File: src/dtp_params.svh
// Register map, reset values and fixed timing base counts of the timing parameter block
`ifndef DTP_PARAMS_SVH
`define DTP_PARAMS_SVH
`define DTP_OFF_SYSCFG 4'h0
`define DTP_OFF_TPA 4'h4
`define DTP_OFF_TPB 4'h8
`define DTP_OFF_TPC 4'hC
`define DTP_RST_SYSCFG 32'h0000040B
`define DTP_RST_TPA 32'hC9E4EE88
`define DTP_RST_TPB 32'h228BB4D2
`define DTP_RST_TPC 32'h10036A00
`define DTP_MOD_BASE 6'h0C
`define DTP_MRD_BASE 6'h04
`define DTP_CCD_BASE 6'h04
`define DTP_RTW_BASE 6'h02
`define DTP_RTODT_BASE 6'h01
`define DTP_FAW_ACTS 3'h4
`define DTP_BANKS 8
`define DTP_RESP_OKAY 2'h0
`define DTP_RESP_SLVERR 2'h2
`endif

File: src/dtp_pkg.sv
// Types of the timing parameter block
package dtp_pkg;
  typedef enum logic [2:0] {
    CMD_NOP, CMD_ACT, CMD_PRE, CMD_RD, CMD_WR, CMD_REF, CMD_MRS, CMD_PDX
  } dtp_cmd_e_t;
  typedef struct packed {
    logic valid;
    dtp_cmd_e_t cmd;
    logic [2:0] bank;
    logic srefExit;
  } dtp_req_t;
  typedef struct packed {
    logic valid;
    logic [31:0] data;
  } dtp_chan_t;
endpackage

File: src/dtp_ddr3_timing.sv
// PHY command timing checker and its AXI4-Lite timing register file
`timescale 1ns/100ps
`include "dtp_params.svh"
module dtp_ddr3_timing
#(
  parameter int BANKS = `DTP_BANKS
)
(
  input wire logic core_clk,
  input wire logic arst_n,
  input wire logic [3:0] s_axi_awaddr,
  input wire logic s_axi_awvalid,
  output logic s_axi_awready,
  input wire logic [31:0] s_axi_wdata,
  input wire logic [3:0] s_axi_wstrb,
  input wire logic s_axi_wvalid,
  output logic s_axi_wready,
  output logic [1:0] s_axi_bresp,
  output logic s_axi_bvalid,
  input wire logic s_axi_bready,
  input wire logic [3:0] s_axi_araddr,
  input wire logic s_axi_arvalid,
  output logic s_axi_arready,
  output logic [31:0] s_axi_rdata,
  output logic [1:0] s_axi_rresp,
  output logic s_axi_rvalid,
  input wire logic s_axi_rready,
  input wire dtp_pkg::dtp_req_t cmdReq,
  input wire logic ckeLow,
  input wire logic levelDqsRise,
  input wire logic levelEntry,
  input wire logic dllRelock,
  output dtp_pkg::dtp_req_t cmdIssue,
  output logic cmdReady,
  output logic ckeOut,
  output logic levelSample,
  output logic levelStrobeOk,
  output logic dllLocked
);
  import dtp_pkg::*;

  // ==========================================================
  // Register file
  logic [31:0] sysCfg_q, tpA_q, tpB_q, tpC_q;
  logic [3:0] awAddr_q;
  logic awHave_q, wHave_q;
  logic [31:0] wData_q;
  logic [3:0] wStrb_q;

  function automatic logic [31:0] mergeBytes(input logic [31:0] old, input logic [31:0] nw,
                                             input logic [3:0] strb);
    logic [31:0] r;
    r = old;
    for (int i = 0; i < 4; i++)
      if (strb[i])
        r[i*8 +: 8] = nw[i*8 +: 8];
    return r;
  endfunction

  wire doWrite = awHave_q && wHave_q && !s_axi_bvalid;
  wire wrMapped = (awAddr_q[1:0] == 2'h0);

  always_ff @(posedge core_clk or negedge arst_n)
  begin
    if (!arst_n)
    begin
      awHave_q <= 1'b0;
      wHave_q <= 1'b0;
      awAddr_q <= 4'h0;
      wData_q <= 32'h0;
      wStrb_q <= 4'h0;
      s_axi_awready <= 1'b0;
      s_axi_wready <= 1'b0;
      s_axi_bvalid <= 1'b0;
      s_axi_bresp <= `DTP_RESP_OKAY;
    end
    else
    begin
      s_axi_awready <= !awHave_q && !s_axi_awready;
      s_axi_wready <= !wHave_q && !s_axi_wready;
      if (s_axi_awvalid && s_axi_awready)
      begin
        awHave_q <= 1'b1;
        awAddr_q <= s_axi_awaddr;
      end
      if (s_axi_wvalid && s_axi_wready)
      begin
        wHave_q <= 1'b1;
        wData_q <= s_axi_wdata;
        wStrb_q <= s_axi_wstrb;
      end
      if (doWrite)
      begin
        s_axi_bvalid <= 1'b1;
        s_axi_bresp <= wrMapped ? `DTP_RESP_OKAY : `DTP_RESP_SLVERR;
      end
      else if (s_axi_bvalid && s_axi_bready)
      begin
        s_axi_bvalid <= 1'b0;
        awHave_q <= 1'b0;
        wHave_q <= 1'b0;
      end
    end
  end

  // Default values are the fastest speed grade
  always_ff @(posedge core_clk or negedge arst_n)
  begin
    if (!arst_n)
    begin
      sysCfg_q <= `DTP_RST_SYSCFG;
      tpA_q <= `DTP_RST_TPA;
      tpB_q <= `DTP_RST_TPB;
      tpC_q <= `DTP_RST_TPC;
    end
    else if (doWrite && wrMapped)
    begin
      case (awAddr_q)
        `DTP_OFF_SYSCFG: sysCfg_q <= mergeBytes(sysCfg_q, wData_q, wStrb_q);
        `DTP_OFF_TPA: tpA_q <= mergeBytes(tpA_q, wData_q, wStrb_q);
        `DTP_OFF_TPB: tpB_q <= mergeBytes(tpB_q, wData_q, wStrb_q) & 32'h3FFFFFFF;
        `DTP_OFF_TPC: tpC_q <= mergeBytes(tpC_q, wData_q, wStrb_q);
        default: sysCfg_q <= sysCfg_q;
      endcase
    end
  end

  // Read: address on the request, data one cycle later
  always_ff @(posedge core_clk or negedge arst_n)
  begin
    if (!arst_n)
    begin
      s_axi_arready <= 1'b0;
      s_axi_rvalid <= 1'b0;
      s_axi_rdata <= 32'h0;
      s_axi_rresp <= `DTP_RESP_OKAY;
    end
    else
    begin
      s_axi_arready <= !s_axi_rvalid && !s_axi_arready;
      if (s_axi_arvalid && s_axi_arready)
      begin
        s_axi_rvalid <= 1'b1;
        s_axi_rresp <= `DTP_RESP_OKAY;
        case (s_axi_araddr)
          `DTP_OFF_SYSCFG: s_axi_rdata <= sysCfg_q;
          `DTP_OFF_TPA: s_axi_rdata <= tpA_q;
          `DTP_OFF_TPB: s_axi_rdata <= tpB_q;
          `DTP_OFF_TPC: s_axi_rdata <= tpC_q;
          default:
          begin
            s_axi_rdata <= 32'h0;
            s_axi_rresp <= `DTP_RESP_SLVERR;
          end
        endcase
      end
      else if (s_axi_rvalid && s_axi_rready)
        s_axi_rvalid <= 1'b0;
    end
  end

  // ==========================================================
  // Field decode
  wire [5:0] fRc = tpA_q[31:26];
  wire [3:0] fRrd = tpA_q[25:22];
  wire [5:0] fRas = tpA_q[21:16];
  wire [3:0] fRcd = tpA_q[15:12];
  wire [3:0] fRp = tpA_q[11:8];
  wire [3:0] fWtr = tpA_q[7:4];
  wire [3:0] fRtp = tpA_q[3:0];
  wire [3:0] fWlo = tpB_q[29:26];
  wire [5:0] fWlmrd = tpB_q[25:20];
  wire [8:0] fRfc = tpB_q[19:11];
  wire [5:0] fFaw = tpB_q[10:5];
  wire [2:0] fMod = tpB_q[4:2];
  wire [1:0] fMrd = tpB_q[1:0];
  wire [9:0] fDllk = tpC_q[28:19];
  wire [3:0] fCke = tpC_q[18:15];
  wire [4:0] fXp = tpC_q[14:10];
  wire [9:0] fXs = tpC_q[9:0];
  // Normal traffic uses controller timing; these only shape PHY commands
  wire [5:0] ccdCyc = `DTP_CCD_BASE + {5'h0, tpC_q[31]};
  wire [5:0] rtwCyc = `DTP_RTW_BASE + {5'h0, tpC_q[30]};
  wire [5:0] rtodtCyc = `DTP_RTODT_BASE + {5'h0, tpC_q[29]};
  wire [5:0] modCyc = `DTP_MOD_BASE + {3'h0, fMod};
  wire [5:0] mrdCyc = `DTP_MRD_BASE + {4'h0, fMrd};

  // Load a count so that the next command waits cnt cycles after this one
  function automatic logic [9:0] loadGap(input logic [9:0] cnt);
    return (cnt > 10'h1) ? cnt - 10'h1 : 10'h0;
  endfunction
  function automatic logic [9:0] tick(input logic [9:0] c);
    return (c != 10'h0) ? c - 10'h1 : 10'h0;
  endfunction

  // ==========================================================
  // Gap counters
  // Same-direction column gaps kept apart so read-to-write follows its own count
  typedef enum logic [3:0] {
    G_RRD, G_PRE, G_WTR, G_RW, G_RFC, G_MOD, G_MRD, G_XP, G_RTW, G_WW
  } dtp_gap_t;
  logic [9:0] gap_q [10];
  logic [9:0] bankRc_q [BANKS];
  logic [9:0] bankRas_q [BANKS];
  logic [9:0] bankRcd_q [BANKS];
  logic [9:0] bankRtp_q [BANKS];
  logic [5:0] fawAge_q [4];

  dtp_req_t r;
  assign r = cmdReq;
  wire [2:0] b = r.bank;
  logic allowed;
  logic [2:0] fawBusy;

  always_comb
  begin
    fawBusy = 3'h0;
    for (int i = 0; i < 4; i++)
      fawBusy = fawBusy + {2'h0, (fawAge_q[i] != 6'h0)};
    allowed = (gap_q[G_PRE] == 10'h0) && (gap_q[G_XP] == 10'h0);
    case (r.cmd)
      CMD_ACT: allowed = allowed && bankRc_q[b] == 10'h0
        && gap_q[G_RRD] == 10'h0
        && gap_q[G_RFC] == 10'h0
        && fawBusy < `DTP_FAW_ACTS
        && gap_q[G_MOD] == 10'h0;
      CMD_PRE: allowed = allowed && bankRas_q[b] == 10'h0
        && bankRtp_q[b] == 10'h0 && gap_q[G_MOD] == 10'h0;
      CMD_RD: allowed = allowed && bankRcd_q[b] == 10'h0
        && gap_q[G_WTR] == 10'h0 && gap_q[G_RW] == 10'h0
        && gap_q[G_MOD] == 10'h0;
      CMD_WR: allowed = allowed && bankRcd_q[b] == 10'h0
        && gap_q[G_WW] == 10'h0 && gap_q[G_RTW] == 10'h0
        && gap_q[G_MOD] == 10'h0;
      CMD_REF: allowed = allowed && gap_q[G_RFC] == 10'h0 && gap_q[G_MOD] == 10'h0;
      CMD_MRS: allowed = allowed && gap_q[G_MRD] == 10'h0;
      CMD_PDX: allowed = allowed && gap_q[G_MOD] == 10'h0;
      default: allowed = 1'b0;
    endcase
  end

  logic [9:0] ckeCnt_q;
  logic ckeHold;
  assign ckeHold = (ckeCnt_q != 10'h0) && !ckeOut;
  wire fire = r.valid && allowed && !ckeHold && dllLocked;

  // counters load on the issuing command and count down to zero
  always_ff @(posedge core_clk or negedge arst_n)
  begin
    if (!arst_n)
    begin
      for (int i = 0; i < 10; i++)
        gap_q[i] <= 10'h0;
      for (int k = 0; k < BANKS; k++)
      begin
        bankRc_q[k] <= 10'h0;
        bankRas_q[k] <= 10'h0;
        bankRcd_q[k] <= 10'h0;
        bankRtp_q[k] <= 10'h0;
      end
      for (int j = 0; j < 4; j++)
        fawAge_q[j] <= 6'h0;
    end
    else
    begin
      for (int i = 0; i < 10; i++)
        gap_q[i] <= tick(gap_q[i]);
      for (int k = 0; k < BANKS; k++)
      begin
        bankRc_q[k] <= tick(bankRc_q[k]);
        bankRas_q[k] <= tick(bankRas_q[k]);
        bankRcd_q[k] <= tick(bankRcd_q[k]);
        bankRtp_q[k] <= tick(bankRtp_q[k]);
      end
      for (int j = 0; j < 4; j++)
        fawAge_q[j] <= (fawAge_q[j] != 6'h0) ? fawAge_q[j] - 6'h1 : 6'h0;
      if (fire)
      begin
        case (r.cmd)
          CMD_ACT:
          begin
            bankRc_q[b] <= loadGap({4'h0, fRc});
            bankRas_q[b] <= loadGap({4'h0, fRas});
            bankRcd_q[b] <= loadGap({6'h0, fRcd});
            gap_q[G_RRD] <= loadGap({6'h0, fRrd});
            fawAge_q[0] <= (fFaw > 6'h1) ? fFaw - 6'h1 : 6'h0;
            for (int j = 1; j < 4; j++)
              fawAge_q[j] <= (fawAge_q[j-1] != 6'h0) ? fawAge_q[j-1] - 6'h1 : 6'h0;
          end
          CMD_PRE: gap_q[G_PRE] <= loadGap({6'h0, fRp});
          CMD_RD:
          begin
            bankRtp_q[b] <= loadGap({6'h0, fRtp});
            gap_q[G_RW] <= loadGap({4'h0, ccdCyc});
            gap_q[G_RTW] <= loadGap({4'h0, rtwCyc + rtodtCyc});
          end
          CMD_WR:
          begin
            gap_q[G_WTR] <= loadGap({6'h0, fWtr});
            gap_q[G_WW] <= loadGap({4'h0, ccdCyc});
          end
          CMD_REF: gap_q[G_RFC] <= loadGap({1'h0, fRfc});
          CMD_MRS:
          begin
            gap_q[G_MOD] <= loadGap({4'h0, modCyc});
            gap_q[G_MRD] <= loadGap({4'h0, mrdCyc});
          end
          CMD_PDX: gap_q[G_XP] <= loadGap(r.srefExit ? fXs : {5'h0, fXp});
          default: gap_q[G_RW] <= tick(gap_q[G_RW]);
        endcase
      end
    end
  end

  // ==========================================================
  // Clock enable, leveling, DLL lock
  logic [9:0] wloCnt_q, wlmrdCnt_q, dllCnt_q;
  always_ff @(posedge core_clk or negedge arst_n)
  begin
    if (!arst_n)
    begin
      ckeOut <= 1'b1;
      ckeCnt_q <= 10'h0;
    end
    else if (ckeLow != !ckeOut && ckeCnt_q == 10'h0)
    begin
      ckeOut <= !ckeLow;
      ckeCnt_q <= loadGap({6'h0, fCke});
    end
    else
      ckeCnt_q <= tick(ckeCnt_q);
  end

  always_ff @(posedge core_clk or negedge arst_n)
  begin
    if (!arst_n)
    begin
      wloCnt_q <= 10'h0;
      levelSample <= 1'b0;
      wlmrdCnt_q <= 10'h0;
      levelStrobeOk <= 1'b0;
    end
    else
    begin
      levelSample <= (wloCnt_q == 10'h1);
      if (levelDqsRise)
        wloCnt_q <= {6'h0, fWlo};
      else
        wloCnt_q <= tick(wloCnt_q);
      if (levelEntry)
      begin
        wlmrdCnt_q <= {4'h0, fWlmrd};
        levelStrobeOk <= 1'b0;
      end
      else
      begin
        wlmrdCnt_q <= tick(wlmrdCnt_q);
        levelStrobeOk <= levelStrobeOk || (wlmrdCnt_q <= 10'h1);
      end
    end
  end

  // Lock wait restarts whenever the memory DLL is reset
  always_ff @(posedge core_clk or negedge arst_n)
  begin
    if (!arst_n)
    begin
      dllCnt_q <= 10'h0;
      dllLocked <= 1'b0;
    end
    else if (dllRelock)
    begin
      dllCnt_q <= fDllk;
      dllLocked <= 1'b0;
    end
    else
    begin
      dllCnt_q <= tick(dllCnt_q);
      dllLocked <= (dllCnt_q <= 10'h1);
    end
  end

  always_ff @(posedge core_clk or negedge arst_n)
  begin
    if (!arst_n)
    begin
      cmdIssue <= '0;
      cmdReady <= 1'b0;
    end
    else
    begin
      cmdIssue <= fire ? r : '0;
      cmdReady <= fire;
    end
  end
endmodule

File: config.mk
export PLATFORM = sky130hd
export DESIGN_NAME = dtp_ddr3_timing
export DESIGN_NICKNAME = d
export VERILOG_FILES = /design/src/dtp_pkg.sv /design/src/dtp_ddr3_timing.sv
export VERILOG_INCLUDE_DIRS = /design/src
export SDC_FILE = /design/constraint.sdc
export NUM_CORES = 1
export LEC_CHECK = 0
export BUFFER_PORTS_ARGS = -buffer_cell sky130_fd_sc_hd__buf_2
export CAP_MARGIN = 20
export CORE_MARGIN = 3
export CORE_UTILIZATION = 60
export DETAILED_ROUTE_END_ITERATION = 7
export GPL_TIMING_DRIVEN = 0
export MAX_ROUTING_LAYER = met4
export PLACE_DENSITY = 0.78
export SLEW_MARGIN = 20
export SYNTH_ARGS = -nofsm -noshare
export SYNTH_HDL_FRONTEND = slang
export SYNTH_SLANG_ARGS = --single-unit
File: constraint.sdc
create_clock -name core_clk -period 4.95 [get_ports core_clk]
set_input_delay 0.7425 -clock core_clk [delete_from_list [all_inputs] [get_ports core_clk]]
set_output_delay 0.7425 -clock core_clk [all_outputs]
set_load 0.02 [all_outputs]
After elaboration in Yosys (flattened, before gate mapping)

Index checks and enable logic that the tools add are counted.

Register bits after elaboration: 706
Output and inout bits: 54
Logic and storage cells: 458

Add/subtract/negate cells: 74
Order comparisons: 20
Eq/ne operators: 15
Multiplexer cells: 125
Bitwise operators: 1
Reduce and logical (&&, ||, !) cells: 135

Operator list:

| operator                                                               | number |
|---|---|
| 10-bit two-way mux                                                     | 82 |
| 80-bit two-way mux                                                     | 8 |
| 10-bit by 1-bit subtractor with 10-bit output, second input constant   | 47 |
| 10-bit nonzero test                                                    | 46 |
| 80-bit bitwise mux                                                     | 4 |
| 10-bit zero test                                                       | 15 |
| 32-bit case mux with 4 select lines                                    | 1 |
| 10-bit binary-select mux with 3-bit select                             | 4 |
| 100-bit two-way mux                                                    | 1 |
| 24-bit two-way mux                                                     | 2 |
| 3-bit AND reduction                                                    | 16 |
| 4-bit by 1-bit subtractor with 5-bit output, second input constant     | 9 |
| 1-bit logical AND                                                      | 37 |
| 4-bit by 1-bit > comparator with 1-bit output, second input constant   | 9 |
| 10-bit demux with 3-bit select                                         | 1 |
| 6-bit two-way mux                                                      | 5 |
| 6-bit by 1-bit subtractor with 6-bit output, second input constant     | 5 |
| 6-bit nonzero test                                                     | 4 |
| 10-bit by 1-bit <= comparator with 1-bit output, second input constant | 2 |
| 20-bit two-way mux                                                     | 1 |
| 6-bit by 1-bit > comparator with 1-bit output, second input constant   | 3 |
| 4-bit == test, second input constant                                   | 4 |
| 6-bit by 1-bit subtractor with 7-bit output, second input constant     | 2 |
| 3-bit == test, second input constant                                   | 4 |
| 33 further kinds                                                       | 58 |

Longest topological paths before layout

Gate-level depths: netlist of run 1.

Word-level depth: 15
Depth in mapped cells: 15
Gate-level depth less buffers: 13

Worst setup path before layout of run 1

No wires, ideal clock.

Path kind: input -> register
Start: in cmdReq[1] (netlist bit)
End: reg gap_q[10] (netlist bit)
Setup time: 0.125 ns
Data arrival time: 3.455 ns
Slack: 1.370 ns
Stages: 10
Buffers on the path: 4
Cells stage by stage: clkbuf_1 > clkbuf_1 > clkbuf_1 > nand3_1 > o311ai_1 > a21oi_1 > or4_1 > buf_1 > a211oi_4 > mux2_2

Word-level cells in the longest chain between the ends: 15

Ends and longest elaborated chain:

| what                                                     | line                   | text |
|---|---|---|
| start: declaration                                       | dtp_ddr3_timing.sv:28  | `input wire dtp_pkg::dtp_req_t cmdReq,` |
| 3-bit inverter with 4-bit output (implied by the code) * | --                     |  |
| 10-bit binary-select mux with 3-bit select               | dtp_ddr3_timing.sv:222 | `CMD_ACT: allowed = allowed && bankRc_q[b] == 10'h0` |
| 10-bit two-way mux (implied by the code) (2 in series)   | dtp_ddr3_timing.sv:222 |  |
| 10-bit zero test                                         | dtp_ddr3_timing.sv:222 |  |
| 1-bit logical AND                                        | dtp_ddr3_timing.sv:222 |  |
| 1-bit logical AND                                        | dtp_ddr3_timing.sv:223 | `&& gap_q[G_RRD] == 10'h0` |
| 1-bit logical AND                                        | dtp_ddr3_timing.sv:224 | `&& gap_q[G_RFC] == 10'h0` |
| 1-bit logical AND (no source line)                       | --                     |  |
| 1-bit logical AND                                        | dtp_ddr3_timing.sv:222 |  |
| 1-bit case mux with 7 select lines *                     | dtp_ddr3_timing.sv:221 | `case (r.cmd)` |
| 1-bit logical AND * (3 in series)                        | dtp_ddr3_timing.sv:245 | `wire fire = r.valid && allowed && !ckeHold && dllLocked;` |
| 100-bit two-way mux *                                    | dtp_ddr3_timing.sv:277 | `if (fire)` |
| end signal: indexed assignment                           | dtp_ddr3_timing.sv:285 | `gap_q[G_RRD] <= loadGap({6'h0, fRrd});` |
| end signal: indexed assignment                           | dtp_ddr3_timing.sv:290 | `CMD_PRE: gap_q[G_PRE] <= loadGap({6'h0, fRp});` |
| end signal: indexed assignment                           | dtp_ddr3_timing.sv:294 | `gap_q[G_RW] <= loadGap({4'h0, ccdCyc});` |
| end: declaration                                         | dtp_ddr3_timing.sv:202 | `logic [9:0] gap_q [10];` |

Mark *: on every way between the ends. The rest lies on a longest branch, timed or not. The select of a mux whose other input is x is not followed.
A chain may end at the register's enable or synchronous reset.

Worst setup path after layout of run 1

Start: in cmdReq[1] (netlist bit)
End: reg bankRc_q[55] (netlist bit)

Word-level cells in the longest chain between the ends: 15

Ends and longest elaborated chain:

| what                                                     | line                   | text |
|---|---|---|
| 3-bit inverter with 4-bit output (implied by the code) * | --                     |  |
| 10-bit binary-select mux with 3-bit select               | dtp_ddr3_timing.sv:222 |  |
| 10-bit two-way mux (implied by the code) (2 in series)   | dtp_ddr3_timing.sv:222 |  |
| 10-bit zero test                                         | dtp_ddr3_timing.sv:222 |  |
| 1-bit logical AND                                        | dtp_ddr3_timing.sv:222 |  |
| 1-bit logical AND                                        | dtp_ddr3_timing.sv:223 |  |
| 1-bit logical AND                                        | dtp_ddr3_timing.sv:224 |  |
| 1-bit logical AND (no source line)                       | --                     |  |
| 1-bit logical AND                                        | dtp_ddr3_timing.sv:222 |  |
| 1-bit case mux with 7 select lines                       | dtp_ddr3_timing.sv:221 |  |
| 1-bit logical AND (3 in series)                          | dtp_ddr3_timing.sv:245 |  |
| 80-bit two-way mux *                                     | dtp_ddr3_timing.sv:277 |  |
| end signal: indexed assignment                           | dtp_ddr3_timing.sv:270 | `bankRc_q[k] <= tick(bankRc_q[k]);` |
| end signal: indexed assignment                           | dtp_ddr3_timing.sv:282 | `bankRc_q[b] <= loadGap({4'h0, fRc});` |
| end: declaration                                         | dtp_ddr3_timing.sv:203 | `logic [9:0] bankRc_q [BANKS];` |

Marks and branches as above.

==> results of run 1 <==
==> through the flow <==
| step | setup WS [ps] | hold slack (ps) | utilization |
|---|---|---|---|
| after floorplan | 1370 | 418.3 | - |
| after global placement | -11660 | 437.4 | 0.6348 |
| after detailed placement | -661.6 | 449.8 | 0.6397 |
| after CTS | 37.45 | 48.82 | 0.6825 |
| after global routing | 60.72 | 65.97 | 0.6827 |
| final | 206.8 | 36.40 | 0.6827 |
==> cell type report <==
cell class	instances	share of cell area
clock inverter	27	0.008712
timing repair buffer	122	0.01914
antenna	1	0.00005907
clock buffer	114	0.05396
sequential	704	0.4171
inverter	149	0.01329
buffer	123	0.01261
tap	837	0.02472
multi-input combinational	2728	0.4504
==> flip-flops by register name, summed over array words and instances, names as in the netlist, 4 cells and up <==
signal / flops
awAddr_q: 4
bankRas_q: 80
bankRc_q: 80
bankRcd_q: 80
bankRtp_q: 80
ckeCnt_q: 10
cmdIssue: 8
dllCnt_q: 10
fawAge_q: 24
gap_q: 100
s_axi_rdata: 32
sysCfg_q: 32
tpA_q: 32
tpB_q: 30
tpC_q: 32
wData_q: 32
wStrb_q: 4
wlmrdCnt_q: 10
wloCnt_q: 10
==> layer usage <==
layer	GRT usage	routed length (µm)	vias to the layer above
met4	0.1039	3373	0
met5	-	0	-
met2	0.4684	44510	833
li1	-	-	13500
met1	0.3708	39880	14110
met3	0.04517	5113	221
==> power by group <==
| group | switching [mW] | leakage (nW) | total [mW] | internal (mW) |
|---|---|---|---|---|
| Clock | 2.45 | 1.31 | 5.95 | 3.50 |
| Sequential | 0.772 | 8.06 | 7.24 | 6.46 |
| Combinational | 2.56 | 11.0 | 3.97 | 1.41 |
| Total | 5.79 | 20.4 | 17.2 | 11.4 |
==> final timing paths <==
path	start	cells after the start	to
max in group asynchronous	arst_n	5	bankRc_q[8]
max reg2reg	gap_q[72]	10	gap_q[94]
min	arst_n	1	bankRtp_q[38]
min in group core_clk	ckeLow	2	ckeOut
max	cmdReq[1]	12	bankRc_q[55]
min reg2reg	awHave_q	1	s_axi_awready
==> worst max-delay path, cell delays in order <==
cell	delay, ps
sky130_fd_sc_hd__clkbuf_1	500
sky130_fd_sc_hd__clkbuf_1	700
sky130_fd_sc_hd__clkinvlp_4	610
sky130_fd_sc_hd__nand2_1	160
sky130_fd_sc_hd__nor2_1	80
sky130_fd_sc_hd__o31ai_1	500
sky130_fd_sc_hd__o21a_1	310
sky130_fd_sc_hd__buf_1	400
sky130_fd_sc_hd__nor3_1	120
sky130_fd_sc_hd__o21ai_1	400
sky130_fd_sc_hd__buf_2	440
sky130_fd_sc_hd__mux2i_1	300
==> logic make-up (layout without fill, tap and decap cells) <==
kind of cell	count (synthesis)	after routing	share of synthesized area
other cells	1	3	0.00009924
flops	704	704	0.4676
fa+ha+maj	87	87	0.02901
buf+inv	272	535	0.02887
compound gates	448	448	0.08152
mux	601	601	0.1658
xor+xnor	238	238	0.05516
simple gates	1352	1352	0.1719
==> cells in the mapped netlist (20+ instances only) <==
cell type,instances,share of area
sky130_fd_sc_hd__nor2_1,272,0.027
sky130_fd_sc_hd__nand2_1,474,0.047
sky130_fd_sc_hd__dfrtp_1,662,0.44
sky130_fd_sc_hd__or4_1,33,0.0066
sky130_fd_sc_hd__nor4_1,56,0.0093
sky130_fd_sc_hd__xnor2_1,101,0.023
sky130_fd_sc_hd__a221oi_1,31,0.0072
sky130_fd_sc_hd__or3_1,41,0.0068
sky130_fd_sc_hd__buf_1,20,0.0020
sky130_fd_sc_hd__nand3_1,64,0.0085
sky130_fd_sc_hd__a21oi_1,96,0.013
sky130_fd_sc_hd__mux2_2,189,0.056
sky130_fd_sc_hd__nor3b_1,41,0.0081
sky130_fd_sc_hd__buf_2,32,0.0042
sky130_fd_sc_hd__o31ai_1,25,0.0050
sky130_fd_sc_hd__mux2i_1,411,0.11
sky130_fd_sc_hd__clkbuf_1,63,0.0063
sky130_fd_sc_hd__o21ai_0,118,0.016
sky130_fd_sc_hd__ha_1,86,0.028
sky130_fd_sc_hd__a22o_1,41,0.0095
sky130_fd_sc_hd__nor2b_1,20,0.0033
sky130_fd_sc_hd__inv_1,148,0.015
sky130_fd_sc_hd__dfstp_2,42,0.029
sky130_fd_sc_hd__nand2b_1,80,0.013
sky130_fd_sc_hd__nor3_1,169,0.022
sky130_fd_sc_hd__xor2_1,137,0.032
==> repair_timing <==
item,4_1_cts,5_1_grt
endpoints found under the setup margin,10,80
buffers inserted,0,0
pin swaps,0,0
resized for setup,1,7
hold buffers,0,0
==> run summary, run 1 <==
The run finished with clean final reports. The die covers 66030 µm². Compared with the post-synthesis result, the final layout area differs by 12.12%. For the worst setup path, the data arrival time is 5280 ps.

Main flop type after synthesis: sky130_fd_sc_hd__dfrtp_1. The logs give 220 ps for the setup slack of the most critical reg-to-reg path and 0 for the count of maximum capacitance violations. The placed instances occupy a cell area of 39700 µm². The post-synthesis instance area was 37790 µm².

In the layout the commonest cells are sky130_fd_sc_hd__dfrtp_1 (662), sky130_fd_sc_hd__nand2_1 (474), sky130_fd_sc_hd__mux2i_1 (411), sky130_fd_sc_hd__nor2_1 (272), sky130_fd_sc_hd__mux2_2 (189). For the number of global-route vias before repair, the log shows 28350. The height of the die came out at 257.0 µm. The run gives 44.58 ps as the final worst clock skew.

The tools report the category of the worst setup path launch point as an input port. The clock network latency to the later pin of the worst-skew pair is 660 ps. The number of instances in the placed design is 4663. The run gives 42370 µm² as the design area.

Static timing analysis puts the maximum clock frequency at 0.2108 GHz. STA classifies the critical path endpoint as a flop. The count of routing violations after the opening detailed-route iteration is 2372. The cell at the root of the clock tree was sky130_fd_sc_hd__clkbuf_16. The share of the clock period used by the worst path after layout is 0.9582.

After clock tree synthesis, the clock-pin slew on the worst setup and hold paths is 60 ps. The first global-routing pass estimated 150200 µm of wire. The clock buffer count from CTS is 77. The die is 257.0 µm wide. The worst endpoint required time was 5490 ps. Overall power consumption after layout is estimated at 17.16 mW. The run gives 0 as the count of yosys warnings during synthesis.

Along the worst path, the maximum fanout reaches 10. Setup repair after global routing left no endpoint under its margin. Counting flops and latches in the post-synthesis netlist gives 704. In the final timing run, aggregate negative setup slack is 0 ps. The routed wire length was 92880 µm.

The tools report the initial antenna violation count as 0. The logs give 0.2888 for the global-route usage over all layers and 91 for the number of rows in the core area. Setup violations remaining at the end of the flow were counted as 0. The tools report the effective utilization at floorplan as 0.6090. For the register cell area after layout, the log shows 17670 µm². The share of cells above drive strength 1 is 0.1437.

The post-synthesis average cell area came out at 10.20 µm². Synthesized instance count: 3703. The total area of multi-input combinational cells is 19080 µm². In the final design database the tool counted 4055 nets. During I/O placement, the number of pins put on the boundary was 117. The worst setup path is of the input port to flop kind.

The area of the placeable core is 62050 µm², and the sequential area share after synthesis is 0.4676. The largest net degree at the start of global routing was 96; the number of fillers in the final layout was 4682. The H-tree was split into 3 levels. Yosys mapped the design onto 75 distinct sky130hd cell types. The total power density per cell area was 405.1 nW/µm²; the clock sink total was 704. The total count of max-transition violations in the final report came out at 0.

The most common cell after layout, fill and taps aside was sky130_fd_sc_hd__dfrtp_1. The max-slew headroom at the worst pin is 0.2569. In this run, synthesis inferred 0 flip-flops with an integrated enable.

The detailed-route DRC error count was 0; the non-filler instance count after layout was 4805. Number of buffers inserted by port buffering: 110. The peak supply drop was 0.0004622 V; the post-layout minimum cycle time was 4743 ps. Once detail routing completed, the nets flagged for antenna violations numbered 0. In the final routed layout, each cell accounts on average for 19.33 µm. The run gives 65250 µm as the detailed placement HPWL. Leakage power: 20.41 nW. For this run, the detailed router's first-pass iteration total came to 6.

At the pin with the least slew margin, the transition time is 1087 ps. After detailed routing, the number of vias per cell comes to 5.966. Total count of hold-check failures in the final report: 0. TritonCTS built the clock tree.

Path type of the worst min-delay path: input port to async pin. The async set-reset flop share out of synthesis works out to 1.000. Total number of vias: 28670.

The run gives 0 as the sum of overflow across all layers after global routing. The congestion estimate from routability-driven global placement came to 0.8968. In this run the deepest clock path goes through 3 buffers.
Note: power is estimated with default switching activity, not from simulation.
==> run 2, diff against run 1 <==
--- a/config.mk
+++ b/config.mk
@@ -13,7 +13,7 @@
 export DETAILED_ROUTE_END_ITERATION = 7
 export GPL_TIMING_DRIVEN = 0
 export MAX_ROUTING_LAYER = met4
-export PLACE_DENSITY = 0.78
+export PLACE_DENSITY = 0.86
 export SLEW_MARGIN = 20
 export SYNTH_ARGS = -nofsm -noshare
 export SYNTH_HDL_FRONTEND = slang
==> run summary, run 2 (synthesis gave the netlist of run 1 again) <==
The path type of the worst setup path is flop to flop (was input port to flop). The logs give 6 (unchanged) for the iteration count of the initial detailed-routing pass and 29460 (was 28670) for the total number of vias. The final setup violation count was 0 (unchanged); the detailed placement HPWL was 65710 µm (was 65250 µm). For the worst slack on hold paths, the log shows 257.1 ps (was 36.40 ps).

The sum of overflow across all layers after global routing is 0 (unchanged). The max-slew headroom at the worst pin is 0.3090 (was 0.2569). The met1 usage is 0.3621 (was 0.3708).

The tools report the number of buffers between clock root and the deepest sink as 3 (unchanged). The logs give 0.9203 (was 0.8968) for the weighted congestion reported at the end of routability-driven placement and -519.4 ps (was -661.6 ps) for the pre-CTS setup slack. The height of the die was 257.0 µm (unchanged); the clock network latency to the later pin of the worst-skew pair was 640 ps (was 660 ps). Beginning of the worst register-to-register path: gap_q[40] (was gap_q[72]). The run gives 0.0003653 V (was 0.0004622 V) as the peak supply drop. The worst endpoint required time is 5460 ps (was 5490 ps), and the arrival time of data at the critical path endpoint is 5280 ps (about the same). The first-pass GRT wire length was 154600 µm (was 150200 µm).

The total power density per cell area was 406.0 nW/µm² (was 405.1 nW/µm²); the routed wire length per instance was 19.80 µm (was 19.33 µm). The run gives 0.05669 (was 0.04517) as the global routing met3 resource utilization. The number of levels in the clock H-tree is 3 (unchanged). The measured slew at the worst slew-check pin is 1034 ps (was 1087 ps). The setup slack after layout is 178.4 ps (was 206.8 ps), and the flip-flop count of the largest register, all copies and words added is 100 (unchanged). Post-detailed-route via-to-cell ratio: 6.139 (was 5.966). The effective utilization at floorplan was 0.6090 (unchanged); the total negative setup slack was 0 ps (unchanged).

Count of maximum capacitance violations: 0 (unchanged). The tools report the category of the worst setup path launch point as a flop (was an input port). For the final worst clock skew, the log shows 27.01 ps (was 44.58 ps). Setup repair after global routing left no endpoint under its margin. Initial antenna violation count: 1 (was 0). The tools report the capture point of the worst path as gap_q[29] (was bankRc_q[55]).

The horizontal extent of the die came out at 257.0 µm (unchanged). The top achievable clock speed is 0.2096 GHz (was 0.2108 GHz). The length in cells of the worst reg-to-reg path is 13 (was 10), and the leakage power is 20.36 nW (was 20.41 nW). The clock transition at the registers of the reported paths is 60 ps (about the same).

The run finished with clean final reports. The number of nets in the layout was 4051 (was 4055). The highest-utilization routing layer at the global route stage was met2 (unchanged). The global-route usage over all layers is 0.2961 (was 0.2888). Clock buffer count from CTS: 75 (was 77). The post-layout minimum cycle time works out to 4772 ps (was 4743 ps).

The register with the highest flop count was gap_q (unchanged). The area growth from synthesis to layout was 11.88% (was 12.12%). The run gives 105 (was 96) as the largest net degree at the start of global routing. The routed wire length came out at 95040 µm (was 92880 µm). Setup slack of the most critical reg-to-reg path: 180 ps (was 220 ps). The number of buffers inserted by port buffering was 110 (unchanged). The area of the die came out at 66030 µm² (unchanged). The endpoint type of the worst setup path is a flop (unchanged). Path type of the worst min-delay path: input port to flop (was input port to async pin). Share of the clock period used by the worst path after layout: 0.9639 (was 0.9582). TritonCTS built the clock tree. The number of global-route vias before repair was 29820 (was 28350); the total count of max-transition violations in the final report was 0 (unchanged).

The run gives 0 (unchanged) as the number of routed nets with antenna violations. Total count of hold-check failures in the final report: 0 (unchanged). The end of the worst register-to-register path is gap_q[29] (was gap_q[94]).

The count of routing violations after the opening detailed-route iteration is 2667 (was 2372), and the maximum fanout encountered on the critical timing path is 10 (unchanged). Leading cell types in the layout, fill and taps excluded: sky130_fd_sc_hd__dfrtp_1 (662), sky130_fd_sc_hd__nand2_1 (474), sky130_fd_sc_hd__mux2i_1 (411), sky130_fd_sc_hd__nor2_1 (272), sky130_fd_sc_hd__mux2_2 (189) (unchanged). The most common cell after layout, fill and taps aside was sky130_fd_sc_hd__dfrtp_1 (unchanged). Number of rows in the core area: 91 (unchanged). The logs give 0 (unchanged) for the number of setup buffers added after CTS and 117 (unchanged) for the I/O pin count. The logs give 4799 (was 4805) for the non-filler instance count after layout and 62050 µm² (unchanged) for the area of the placeable core. The number of instances in the placed design is 4660 (was 4663). The antenna diode instance count was 0 (was 1); the met2 track utilization from global routing was 0.4791 (was 0.4684). The cell at the root of the clock tree was sky130_fd_sc_hd__clkbuf_16 (unchanged). The detailed-route DRC error count was 0 (unchanged).

The timing startpoint of the critical path was gap_q[40] (was cmdReq[1]). The tools report the clock sink total as 704 (unchanged). The total power is 17.16 mW (about the same), and the share of cells above drive strength 1 is 0.1403 (was 0.1437).
run 2: cell types whose count changed in the layout (fill, tap and decap cells not counted), moves of 2 or more:
cell,before,now
sky130_fd_sc_hd__clkinv_8,0,2
sky130_fd_sc_hd__clkbuf_1,76,82
sky130_fd_sc_hd__inv_16,3,1
sky130_fd_sc_hd__clkbuf_8,22,16
sky130_fd_sc_hd__clkinvlp_4,2,0
sky130_fd_sc_hd__inv_6,3,1
run 2: worst max-delay path, cell delays in order, from the launching register on:
cell	delay, ps
sky130_fd_sc_hd__dfrtp_1	380
sky130_fd_sc_hd__inv_1	100
sky130_fd_sc_hd__ha_1	220
sky130_fd_sc_hd__or4b_1	530
sky130_fd_sc_hd__or4_1	420
sky130_fd_sc_hd__clkbuf_1	260
sky130_fd_sc_hd__o22ai_1	600
sky130_fd_sc_hd__a21oi_1	180
sky130_fd_sc_hd__o21a_1	150
sky130_fd_sc_hd__o21ai_1	480
sky130_fd_sc_hd__buf_4	300
sky130_fd_sc_hd__o21ai_2	200
sky130_fd_sc_hd__clkbuf_1	420
sky130_fd_sc_hd__o31ai_1	400
run 2: layer usage:
metal	part of all wire	wire length [µm]	up-vias
met4	0.049	4627	0
met1	0.40	38110	14600
met3	0.071	6730	303
met2	0.48	45570	1063
met5	0	0	-
li1	-	-	13490
run 2: worst min path at each step:
stage	startpoint	endpoint	slack, ps	cells after the start
after floorplan	wHave_q	s_axi_wready	420	1
after CTS	ckeLow	ckeOut	230	2
after global placement	s_axi_rvalid	s_axi_arready	440	1
after detailed placement	s_axi_rvalid	s_axi_arready	440	1
final	ckeLow	ckeOut	260	2
after global routing	ckeLow	ckeOut	260	2
run 2: what timing repair did:
action / CTS / global route
endpoints found under the hold margin: 16 / 0
setup endpoints to repair: 0 / 20
resized for setup: 0 / 4
hold buffers: 1 / 0
run 2: where the power goes:
group	leakage (nW)	internal, mW	switching, mW	total (mW)
clock network	1.27	3.45	2.41	5.86
logic	11.0	1.41	2.64	4.05
registers	8.06	6.46	0.792	7.25
total	20.4	11.3	5.84	17.2
run 2: through the flow:
step	util	cell area [µm²]
after floorplan	-	37790
after global placement	0.6348	39390
after detailed placement	0.6394	39670
after CTS	0.6813	42280
after global routing	0.6813	42280
final	0.6813	42280
run 2: layout make-up:
cell class                      instances  area, µm²
Fill cell                            4362      19780
Multi-Input combinational cell       2728      19080
Sequential cell                       704      17670
Clock buffer                          113       2222
Tap cell                              837       1047
Timing Repair Buffer                  120      798.3
Inverter                              149      559.3
Buffer                                123      533.0
Clock inverter                         25      370.4
